### config.mk
export PLATFORM = sky130hd
export DESIGN_NAME = run_command_source_select
export DESIGN_NICKNAME = d
export VERILOG_FILES = /design/src/inc/cmd_src_pkg.sv /design/src/hw/run_command_source_select.sv
export SDC_FILE = /design/constraint.sdc
export NUM_CORES = 1
export LEC_CHECK = 0
export BUFFER_PORTS_ARGS = -buffer_cell sky130_fd_sc_hd__buf_2
export CAP_MARGIN = 20
export CORE_MARGIN = 4
export CORE_UTILIZATION = 55
export CTS_BUF_LIST = sky130_fd_sc_hd__clkbuf_4 sky130_fd_sc_hd__clkbuf_8
export DETAILED_ROUTE_END_ITERATION = 6
export GPL_TIMING_DRIVEN = 0
export PLACE_DENSITY = 0.9
export SYNTH_ARGS = -nofsm -noshare
export SYNTH_HDL_FRONTEND = slang
export SYNTH_SLANG_ARGS = --single-unit
### constraint.sdc
create_clock -name aclk -period 3.35 [get_ports aclk]
set_clock_uncertainty 0.1 [all_clocks]
set_input_delay 0.67 -clock aclk [delete_from_list [all_inputs] [get_ports aclk]]
set_output_delay 0.67 -clock aclk [all_outputs]
set_load 0.02 [all_outputs]
### src/inc/cmd_src_pkg.sv
package cmd_src_pkg;

    // ****************************************************************
    // Register map
    // ****************************************************************
    localparam logic [7:0] ADDR_SOURCE = 8'h00;
    localparam logic [7:0] ADDR_DELAY = 8'h04;
    localparam logic [7:0] ADDR_FWD_SEL = 8'h08;
    localparam logic [7:0] ADDR_REV_SEL = 8'h0c;
    localparam logic [7:0] ADDR_STATUS = 8'h10;

    // ****************************************************************
    // Settings and reset values
    // ****************************************************************
    localparam int NUM_TERMINALS = 11;
    localparam logic [2:0] SRC_KEYPAD = 3'h0;
    localparam logic [2:0] SRC_TWO_TERMINAL = 3'h1;
    localparam logic [2:0] SRC_RUN_PLUS_DIR = 3'h2;
    localparam logic [2:0] SRC_SERIAL = 3'h3;
    localparam logic [2:0] SRC_MAX = 3'h5;
    localparam logic [2:0] SOURCE_RESET = 3'h1;
    localparam logic [5:0] ROLE_FORWARD = 6'h01;
    localparam logic [5:0] ROLE_REVERSE = 6'h02;
    localparam logic [5:0] ROLE_MAX = 6'h33;
    localparam logic [3:0] FWD_SEL_RESET = 4'h0;
    localparam logic [3:0] REV_SEL_RESET = 4'h1;

    // ****************************************************************
    // Timing
    // ****************************************************************
    localparam int CLK_HZ = 20_000_000;
    localparam int TICK_US = 10_000;
    localparam int TICK_CYCLES = CLK_HZ / 1_000_000 * TICK_US;
    localparam logic [13:0] DELAY_MAX = 14'h2710;
    localparam logic [13:0] DELAY_RESET = 14'h0064;
    localparam logic [1:0] RESP_OKAY = 2'h0;
    localparam logic [1:0] RESP_SLVERR = 2'h2;

    // ****************************************************************
    // Types
    // ****************************************************************
    typedef struct packed {
        logic run;
        logic reverse;
    } run_cmd_t;

endpackage

### src/hw/run_command_source_select.sv
`timescale 1ns/1ps
// What this block does
// - Setting 1: forward and reverse terminals.
// - Eleven terminal roles; 1 forward, 2 reverse.
// - Setting 1: both on or both off means stop.
// - Delay start after terminal run, 0-100s.
// - Setting 2: run terminal plus direction terminal.
// - Setting 3: commands come from serial link.
// - Setting 0: keypad keys give commands.
module run_command_source_select
    import cmd_src_pkg::*;
#(
    parameter int TICK_COUNT = TICK_CYCLES
) (
    input wire logic aclk,
    input wire logic aresetn,
    input wire logic [7:0] s_axi_awaddr,
    input wire logic s_axi_awvalid,
    output logic s_axi_awready,
    input wire logic [31:0] s_axi_wdata,
    input wire logic [3:0] s_axi_wstrb,
    input wire logic s_axi_wvalid,
    output logic s_axi_wready,
    output logic [1:0] s_axi_bresp,
    output logic s_axi_bvalid,
    input wire logic s_axi_bready,
    input wire logic [7:0] s_axi_araddr,
    input wire logic s_axi_arvalid,
    output logic s_axi_arready,
    output logic [31:0] s_axi_rdata,
    output logic [1:0] s_axi_rresp,
    output logic s_axi_rvalid,
    input wire logic s_axi_rready,
    input wire logic [10:0] multifunction_inputs,
    input wire logic key_forward,
    input wire logic key_reverse,
    input wire logic key_stop,
    input wire logic serial_cmd_valid,
    input wire run_cmd_t serial_cmd,
    output logic run_out,
    output logic reverse_out
);

    // ****************************************************************
    // Input synchronisers
    // ****************************************************************
    logic [10:0] pin_meta_q;
    logic [10:0] pin_q;
    logic [2:0] key_meta_q;
    logic [2:0] key_q;
    logic [2:0] key_prev_q;

    always_ff @(posedge aclk) begin
        pin_meta_q <= multifunction_inputs;
        pin_q <= pin_meta_q;
        key_meta_q <= {key_stop, key_reverse, key_forward};
        key_q <= key_meta_q;
        key_prev_q <= key_q;
    end

    // ****************************************************************
    // Settings
    // ****************************************************************
    logic [2:0] source_q;
    logic [13:0] delay_q;
    logic [3:0] fwd_sel_q;
    logic [3:0] rev_sel_q;

    wire aw_take = s_axi_awvalid && s_axi_wvalid && !s_axi_bvalid;
    wire [31:0] wd = s_axi_wdata;
    wire wr_src = aw_take && s_axi_awaddr == ADDR_SOURCE && s_axi_wstrb[0];
    wire wr_dly = aw_take && s_axi_awaddr == ADDR_DELAY && s_axi_wstrb[1:0] == 2'h3;
    wire wr_fwd = aw_take && s_axi_awaddr == ADDR_FWD_SEL && s_axi_wstrb[0];
    wire wr_rev = aw_take && s_axi_awaddr == ADDR_REV_SEL && s_axi_wstrb[0];
    wire src_ok = wd[2:0] <= SRC_MAX && wd[31:3] == 29'h0;
    wire dly_ok = wd[13:0] <= DELAY_MAX && wd[31:14] == 18'h0;
    wire fwd_ok = wd[31:4] == 28'h0 && wd[3:0] < 4'(NUM_TERMINALS);
    wire aw_known = s_axi_awaddr == ADDR_SOURCE || s_axi_awaddr == ADDR_DELAY
        || s_axi_awaddr == ADDR_FWD_SEL || s_axi_awaddr == ADDR_REV_SEL;

    always_ff @(posedge aclk) begin
        if (!aresetn) begin
            source_q <= SOURCE_RESET;
            delay_q <= DELAY_RESET;
            fwd_sel_q <= FWD_SEL_RESET;
            rev_sel_q <= REV_SEL_RESET;
        end else begin
            if (wr_src && src_ok) begin
                source_q <= wd[2:0];
            end
            if (wr_dly && dly_ok) begin
                delay_q <= wd[13:0];
            end
            if (wr_fwd && fwd_ok) begin
                fwd_sel_q <= wd[3:0];
            end
            if (wr_rev && fwd_ok) begin
                rev_sel_q <= wd[3:0];
            end
        end
    end

    // ****************************************************************
    // Write response
    // ****************************************************************
    always_ff @(posedge aclk) begin
        if (!aresetn) begin
            s_axi_awready <= 1'b0;
            s_axi_wready <= 1'b0;
            s_axi_bvalid <= 1'b0;
            s_axi_bresp <= RESP_OKAY;
        end else begin
            s_axi_awready <= aw_take && !s_axi_awready;
            s_axi_wready <= aw_take && !s_axi_awready;
            if (aw_take && !s_axi_awready) begin
                s_axi_bvalid <= 1'b1;
                s_axi_bresp <= aw_known ? RESP_OKAY : RESP_SLVERR;
            end else if (s_axi_bready) begin
                s_axi_bvalid <= 1'b0;
            end
        end
    end

    // ****************************************************************
    // Command interpretation
    // ****************************************************************
    wire fwd_pin = pin_q[fwd_sel_q];
    wire rev_pin = pin_q[rev_sel_q];
    wire term_two = source_q == SRC_TWO_TERMINAL;
    wire term_rpd = source_q == SRC_RUN_PLUS_DIR;
    wire two_run = fwd_pin ^ rev_pin;
    wire two_dir = rev_pin && !fwd_pin;
    wire term_run = term_two ? two_run : fwd_pin;
    wire term_dir = term_two ? two_dir : rev_pin;
    wire term_mode = term_two || term_rpd;
    wire [2:0] key_rise = key_q & ~key_prev_q;

    logic key_run_q;
    logic key_dir_q;
    logic ser_run_q;
    logic ser_dir_q;

    always_ff @(posedge aclk) begin
        if (!aresetn) begin
            key_run_q <= 1'b0;
            key_dir_q <= 1'b0;
        end else if (key_rise[2]) begin
            key_run_q <= 1'b0;
        end else if (key_rise[0] || key_rise[1]) begin
            key_run_q <= 1'b1;
            key_dir_q <= key_rise[1] && !key_rise[0];
        end
    end

    always_ff @(posedge aclk) begin
        if (!aresetn) begin
            ser_run_q <= 1'b0;
            ser_dir_q <= 1'b0;
        end else if (serial_cmd_valid) begin
            ser_run_q <= serial_cmd.run;
            ser_dir_q <= serial_cmd.reverse;
        end
    end

    // ****************************************************************
    // Start delay
    // ****************************************************************
    logic [31:0] tick_cnt_q;
    logic [13:0] wait_q;
    logic armed_q;
    wire tick = tick_cnt_q == 32'(TICK_COUNT - 1);
    wire delay_done = armed_q && wait_q >= delay_q;

    always_ff @(posedge aclk) begin
        if (!aresetn || !term_run || !term_mode) begin
            tick_cnt_q <= 32'h0;
            wait_q <= 14'h0;
            armed_q <= 1'b0;
        end else begin
            armed_q <= 1'b1;
            tick_cnt_q <= tick ? 32'h0 : tick_cnt_q + 32'h1;
            if (tick && wait_q < delay_q) begin
                wait_q <= wait_q + 14'h1;
            end
        end
    end

    // ****************************************************************
    // Outputs and read port
    // ****************************************************************
    logic run_d;
    logic dir_d;

    always_comb begin
        case (source_q)
            SRC_KEYPAD: begin
                run_d = key_run_q;
                dir_d = key_dir_q;
            end
            SRC_TWO_TERMINAL, SRC_RUN_PLUS_DIR: begin
                run_d = delay_done && term_run;
                dir_d = term_dir;
            end
            SRC_SERIAL: begin
                run_d = ser_run_q;
                dir_d = ser_dir_q;
            end
            default: begin
                run_d = 1'b0;
                dir_d = 1'b0;
            end
        endcase
    end

    always_ff @(posedge aclk) begin
        if (!aresetn) begin
            run_out <= 1'b0;
            reverse_out <= 1'b0;
        end else begin
            run_out <= run_d;
            reverse_out <= dir_d;
        end
    end

    logic [31:0] rd_d;
    always_comb begin
        case (s_axi_araddr)
            ADDR_SOURCE: rd_d = {29'h0, source_q};
            ADDR_DELAY: rd_d = {18'h0, delay_q};
            ADDR_FWD_SEL: rd_d = {28'h0, fwd_sel_q};
            ADDR_REV_SEL: rd_d = {28'h0, rev_sel_q};
            ADDR_STATUS: rd_d = {19'h0, pin_q, reverse_out, run_out};
            default: rd_d = 32'h0;
        endcase
    end
    wire ar_known = s_axi_araddr <= ADDR_STATUS && s_axi_araddr[1:0] == 2'h0;
    wire ar_take = s_axi_arvalid && !s_axi_rvalid && !s_axi_arready;

    always_ff @(posedge aclk) begin
        if (!aresetn) begin
            s_axi_arready <= 1'b0;
            s_axi_rvalid <= 1'b0;
            s_axi_rdata <= 32'h0;
            s_axi_rresp <= RESP_OKAY;
        end else begin
            s_axi_arready <= ar_take;
            if (ar_take) begin
                s_axi_rvalid <= 1'b1;
                s_axi_rdata <= rd_d;
                s_axi_rresp <= ar_known ? RESP_OKAY : RESP_SLVERR;
            end else if (s_axi_rready) begin
                s_axi_rvalid <= 1'b0;
            end
        end
    end
endmodule

==> qor.txt <==
Outcome -> completed
CP Launch Type -> flip-flop
CP Class -> flip-flop to flip-flop
Final WL -> 14,410 µm
Synth-to-Final Area Change -> 19.49%
Cells on worst reg2reg path -> 12
Reg2reg setup slack -> 0.42 ns
TritonRoute pass-1 iters -> 5
Vias -> 5,167
CTS tree -> built
Minimum clock period -> 2.933 ns
Post-cts sizing count -> 0
Type of the tightest min-delay check -> primary input to flip-flop
Fraction of registers with async set/reset -> 0
Die width -> 109.9 µm
Fmax -> 0.3410 GHz
CP Capture Type -> flip-flop
Leakage -> 2.820 nW
RePlAce Congestion -> 0.9515
Main synth FF type -> dfxtp_1
Global Route Usage Sum -> 0.2483
Number of synthesized register bits -> 129
I/O Buffers -> 95
Final worst path period share -> 0.8755
Number of buffers created by CTS -> 17
Worst Path Required -> 3.59 ns
First-pass GRT wire length -> 23,520 µm
Layout cells sized above 1 -> 0.2237
FF-to-FF End -> tick_cnt_q[4]
Final hold vios -> 0
EDFF count, synth -> 0
Site Rows -> 36
Hold path endpoint -> pin_meta_q[8]
Setup violators final -> 0
Most frequent cells in the layout -> dfxtp_1, buf_2, nor2_1
Antenna-violating nets left -> 0
Worst R2R Start -> rev_sel_q[0]
Clk sinks -> 129
Initial antenna violation count -> 0
Mapped cell area -> 0.005714 mm²
Antenna cells -> 0
Synth Warn # -> 0
CP max FO -> 10
Critical path data arrival time -> 3.17 ns
Fin. max-slew vios -> 0
Initial core utilization -> 0.5740
CTS root buf -> clkbuf_8
Sequential fraction of the synthesis area -> 0.4519
Fill cells -> 768
Least-Margin Pin Slew -> 0.7255 ns
Clock H-tree levels -> 4
Commonest non-fill, non-tap cell in the layout -> dfxtp_1
Vias in the first global route -> 5,071
Maximum vdd drop -> 0.0004191 V
Vias per cell -> 5.728
DRT iter0 DRCs -> 409
Nets -> 850
Cell Pwr Density -> 462.4 mW/mm²
DRC viols -> 0
Total negative slack -> 0 ns
Final HPWL DP -> 10,690 µm
Post-CTS Setup Bufs -> 0
Total core area -> 0.009955 mm²
Die area -> 0.01208 mm²
CTS max path bufs -> 2
Avg WL per Cell -> 15.97 µm
Clock Latency Late Sink -> 0.45 ns
Worst slew margin -> 0.5126
Hold depth -> 1
Unrepaired setup endpoints after global routing -> false
Hold_ws -> 0.2169 ns
Hold-fix buffers, CTS -> 0
Mean Syn Cell Area -> 9.157 µm²
Post-Synthesis Cells -> 624
CTS clk-pin slew, worst paths -> 0.08 ns
GR Overflow Total -> 0
HP Start -> multifunction_inputs[8]
Post-synthesis cell type count -> 58
Number of max-cap violations -> 0
Io pins -> 119
Largest net degree at the start of global routing -> 17
Die Y-Extent -> 109.9 µm
==> through the flow <==
step | setup WS, ns | utilization | std cells | cell area (µm²) | total power, mW
2_1_floorplan | 0.9112 | - | 643 | 5786 | 1.743
3_3_place_gp | 0.5430 | 0.6457 | 871 | 6427 | 1.826
3_5_place_dp | 0.4751 | 0.6457 | 871 | 6427 | 1.835
4_1_cts | 0.4208 | 0.6859 | 902 | 6828 | 3.161
5_1_grt | 0.1654 | 0.6859 | 902 | 6828 | 3.258
6_report | 0.4171 | 0.6859 | 902 | 6828 | 3.157
==> sequential cells by signal, summed over array words and instances, names as in the netlist, 3 cells and up <==
signal       count
tick_cnt_q      32
source_q         3
pin_meta_q      11
key_meta_q       3
delay_q         14
pin_q           11
rev_sel_q        4
key_prev_q       3
wait_q          14
s_axi_rdata     14
key_q            3
fwd_sel_q        4
==> synth_stat cells, drive strengths merged, types with 16 or more instances <==
cell	number	area (µm²)
buf	32	222.7
o21ai	25	125.1
nand4	16	100.1
nand2	45	168.9
mux2i	19	190.2
nand3	38	190.2
a21oi	26	130.1
inv	24	90.08
nor2	75	281.5
ha	17	212.7
xor2	21	183.9
dfxtp	129	2582
==> layer usage <==
layer  routed length, µm  global-route usage  vias up
met5                   0                   0        -
met1                5740              0.3021     2410
met2                7008              0.4181      251
met4                 346              0.1006        0
met3                1311             0.06283       38
li1                    -                   -     2468
==> power by group <==
part           total, mW  switching [mW]  internal [mW]  leakage, nW
Combinational      0.215           0.125         0.0906         1.57
Sequential          1.59          0.0225           1.57         1.05
Clock               1.35           0.661          0.692        0.198
==> cell type report <==
cell class / count / area [µm²] / area share
Inverter: 24 / 90.09 / 0.01319
Buffer: 43 / 264.0 / 0.03867
Multi-Input combinational cell: 447 / 2849 / 0.4173
Tap cell: 133 / 166.4 / 0.02437
Timing Repair Buffer: 95 / 475.5 / 0.06964
Sequential cell: 129 / 2582 / 0.3782
Clock inverter: 13 / 152.6 / 0.02236
Clock buffer: 18 / 247.7 / 0.03628
==> logic make-up after synthesis <==
logic type,synth area share
AOI/OAI and AO/OA,0.1110
xor gates and xnor gates,0.04905
adders and majority gates,0.03722
buffers and inverters,0.06196
DFF,0.4519
muxes,0.06284
other,0.0006563
and+or+nand+nor,0.2253
==> worst max-delay path, cell delays in order (launching register included) <==
cell and delay (ns):
dfxtp_1 0.47, mux4_2 0.54, mux2i_1 0.18, o21ai_1 0.10, ha_1 0.28, nor2_1 0.04, nand2_1 0.08, o31a_1 0.16
a21o_1 0.25, inv_2 0.09, nand2b_1 0.17, buf_2 0.27, nor2_1 0.09
==> how the worst max path moves through the flow <==
stage,from,to,slack [ns],cells past startpoint
2_1_floorplan,rev_sel_q[0],tick_cnt_q[23],0.91,12
3_3_place_gp,rev_sel_q[0],tick_cnt_q[25],0.54,12
3_5_place_dp,s_axi_awaddr[1],rev_sel_q[2],0.48,7
4_1_cts,rev_sel_q[0],tick_cnt_q[8],0.42,12
5_1_grt,rev_sel_q[0],tick_cnt_q[4],0.17,12
6_report,rev_sel_q[0],tick_cnt_q[4],0.42,12
Note: power is estimated with default switching activity, not from simulation.
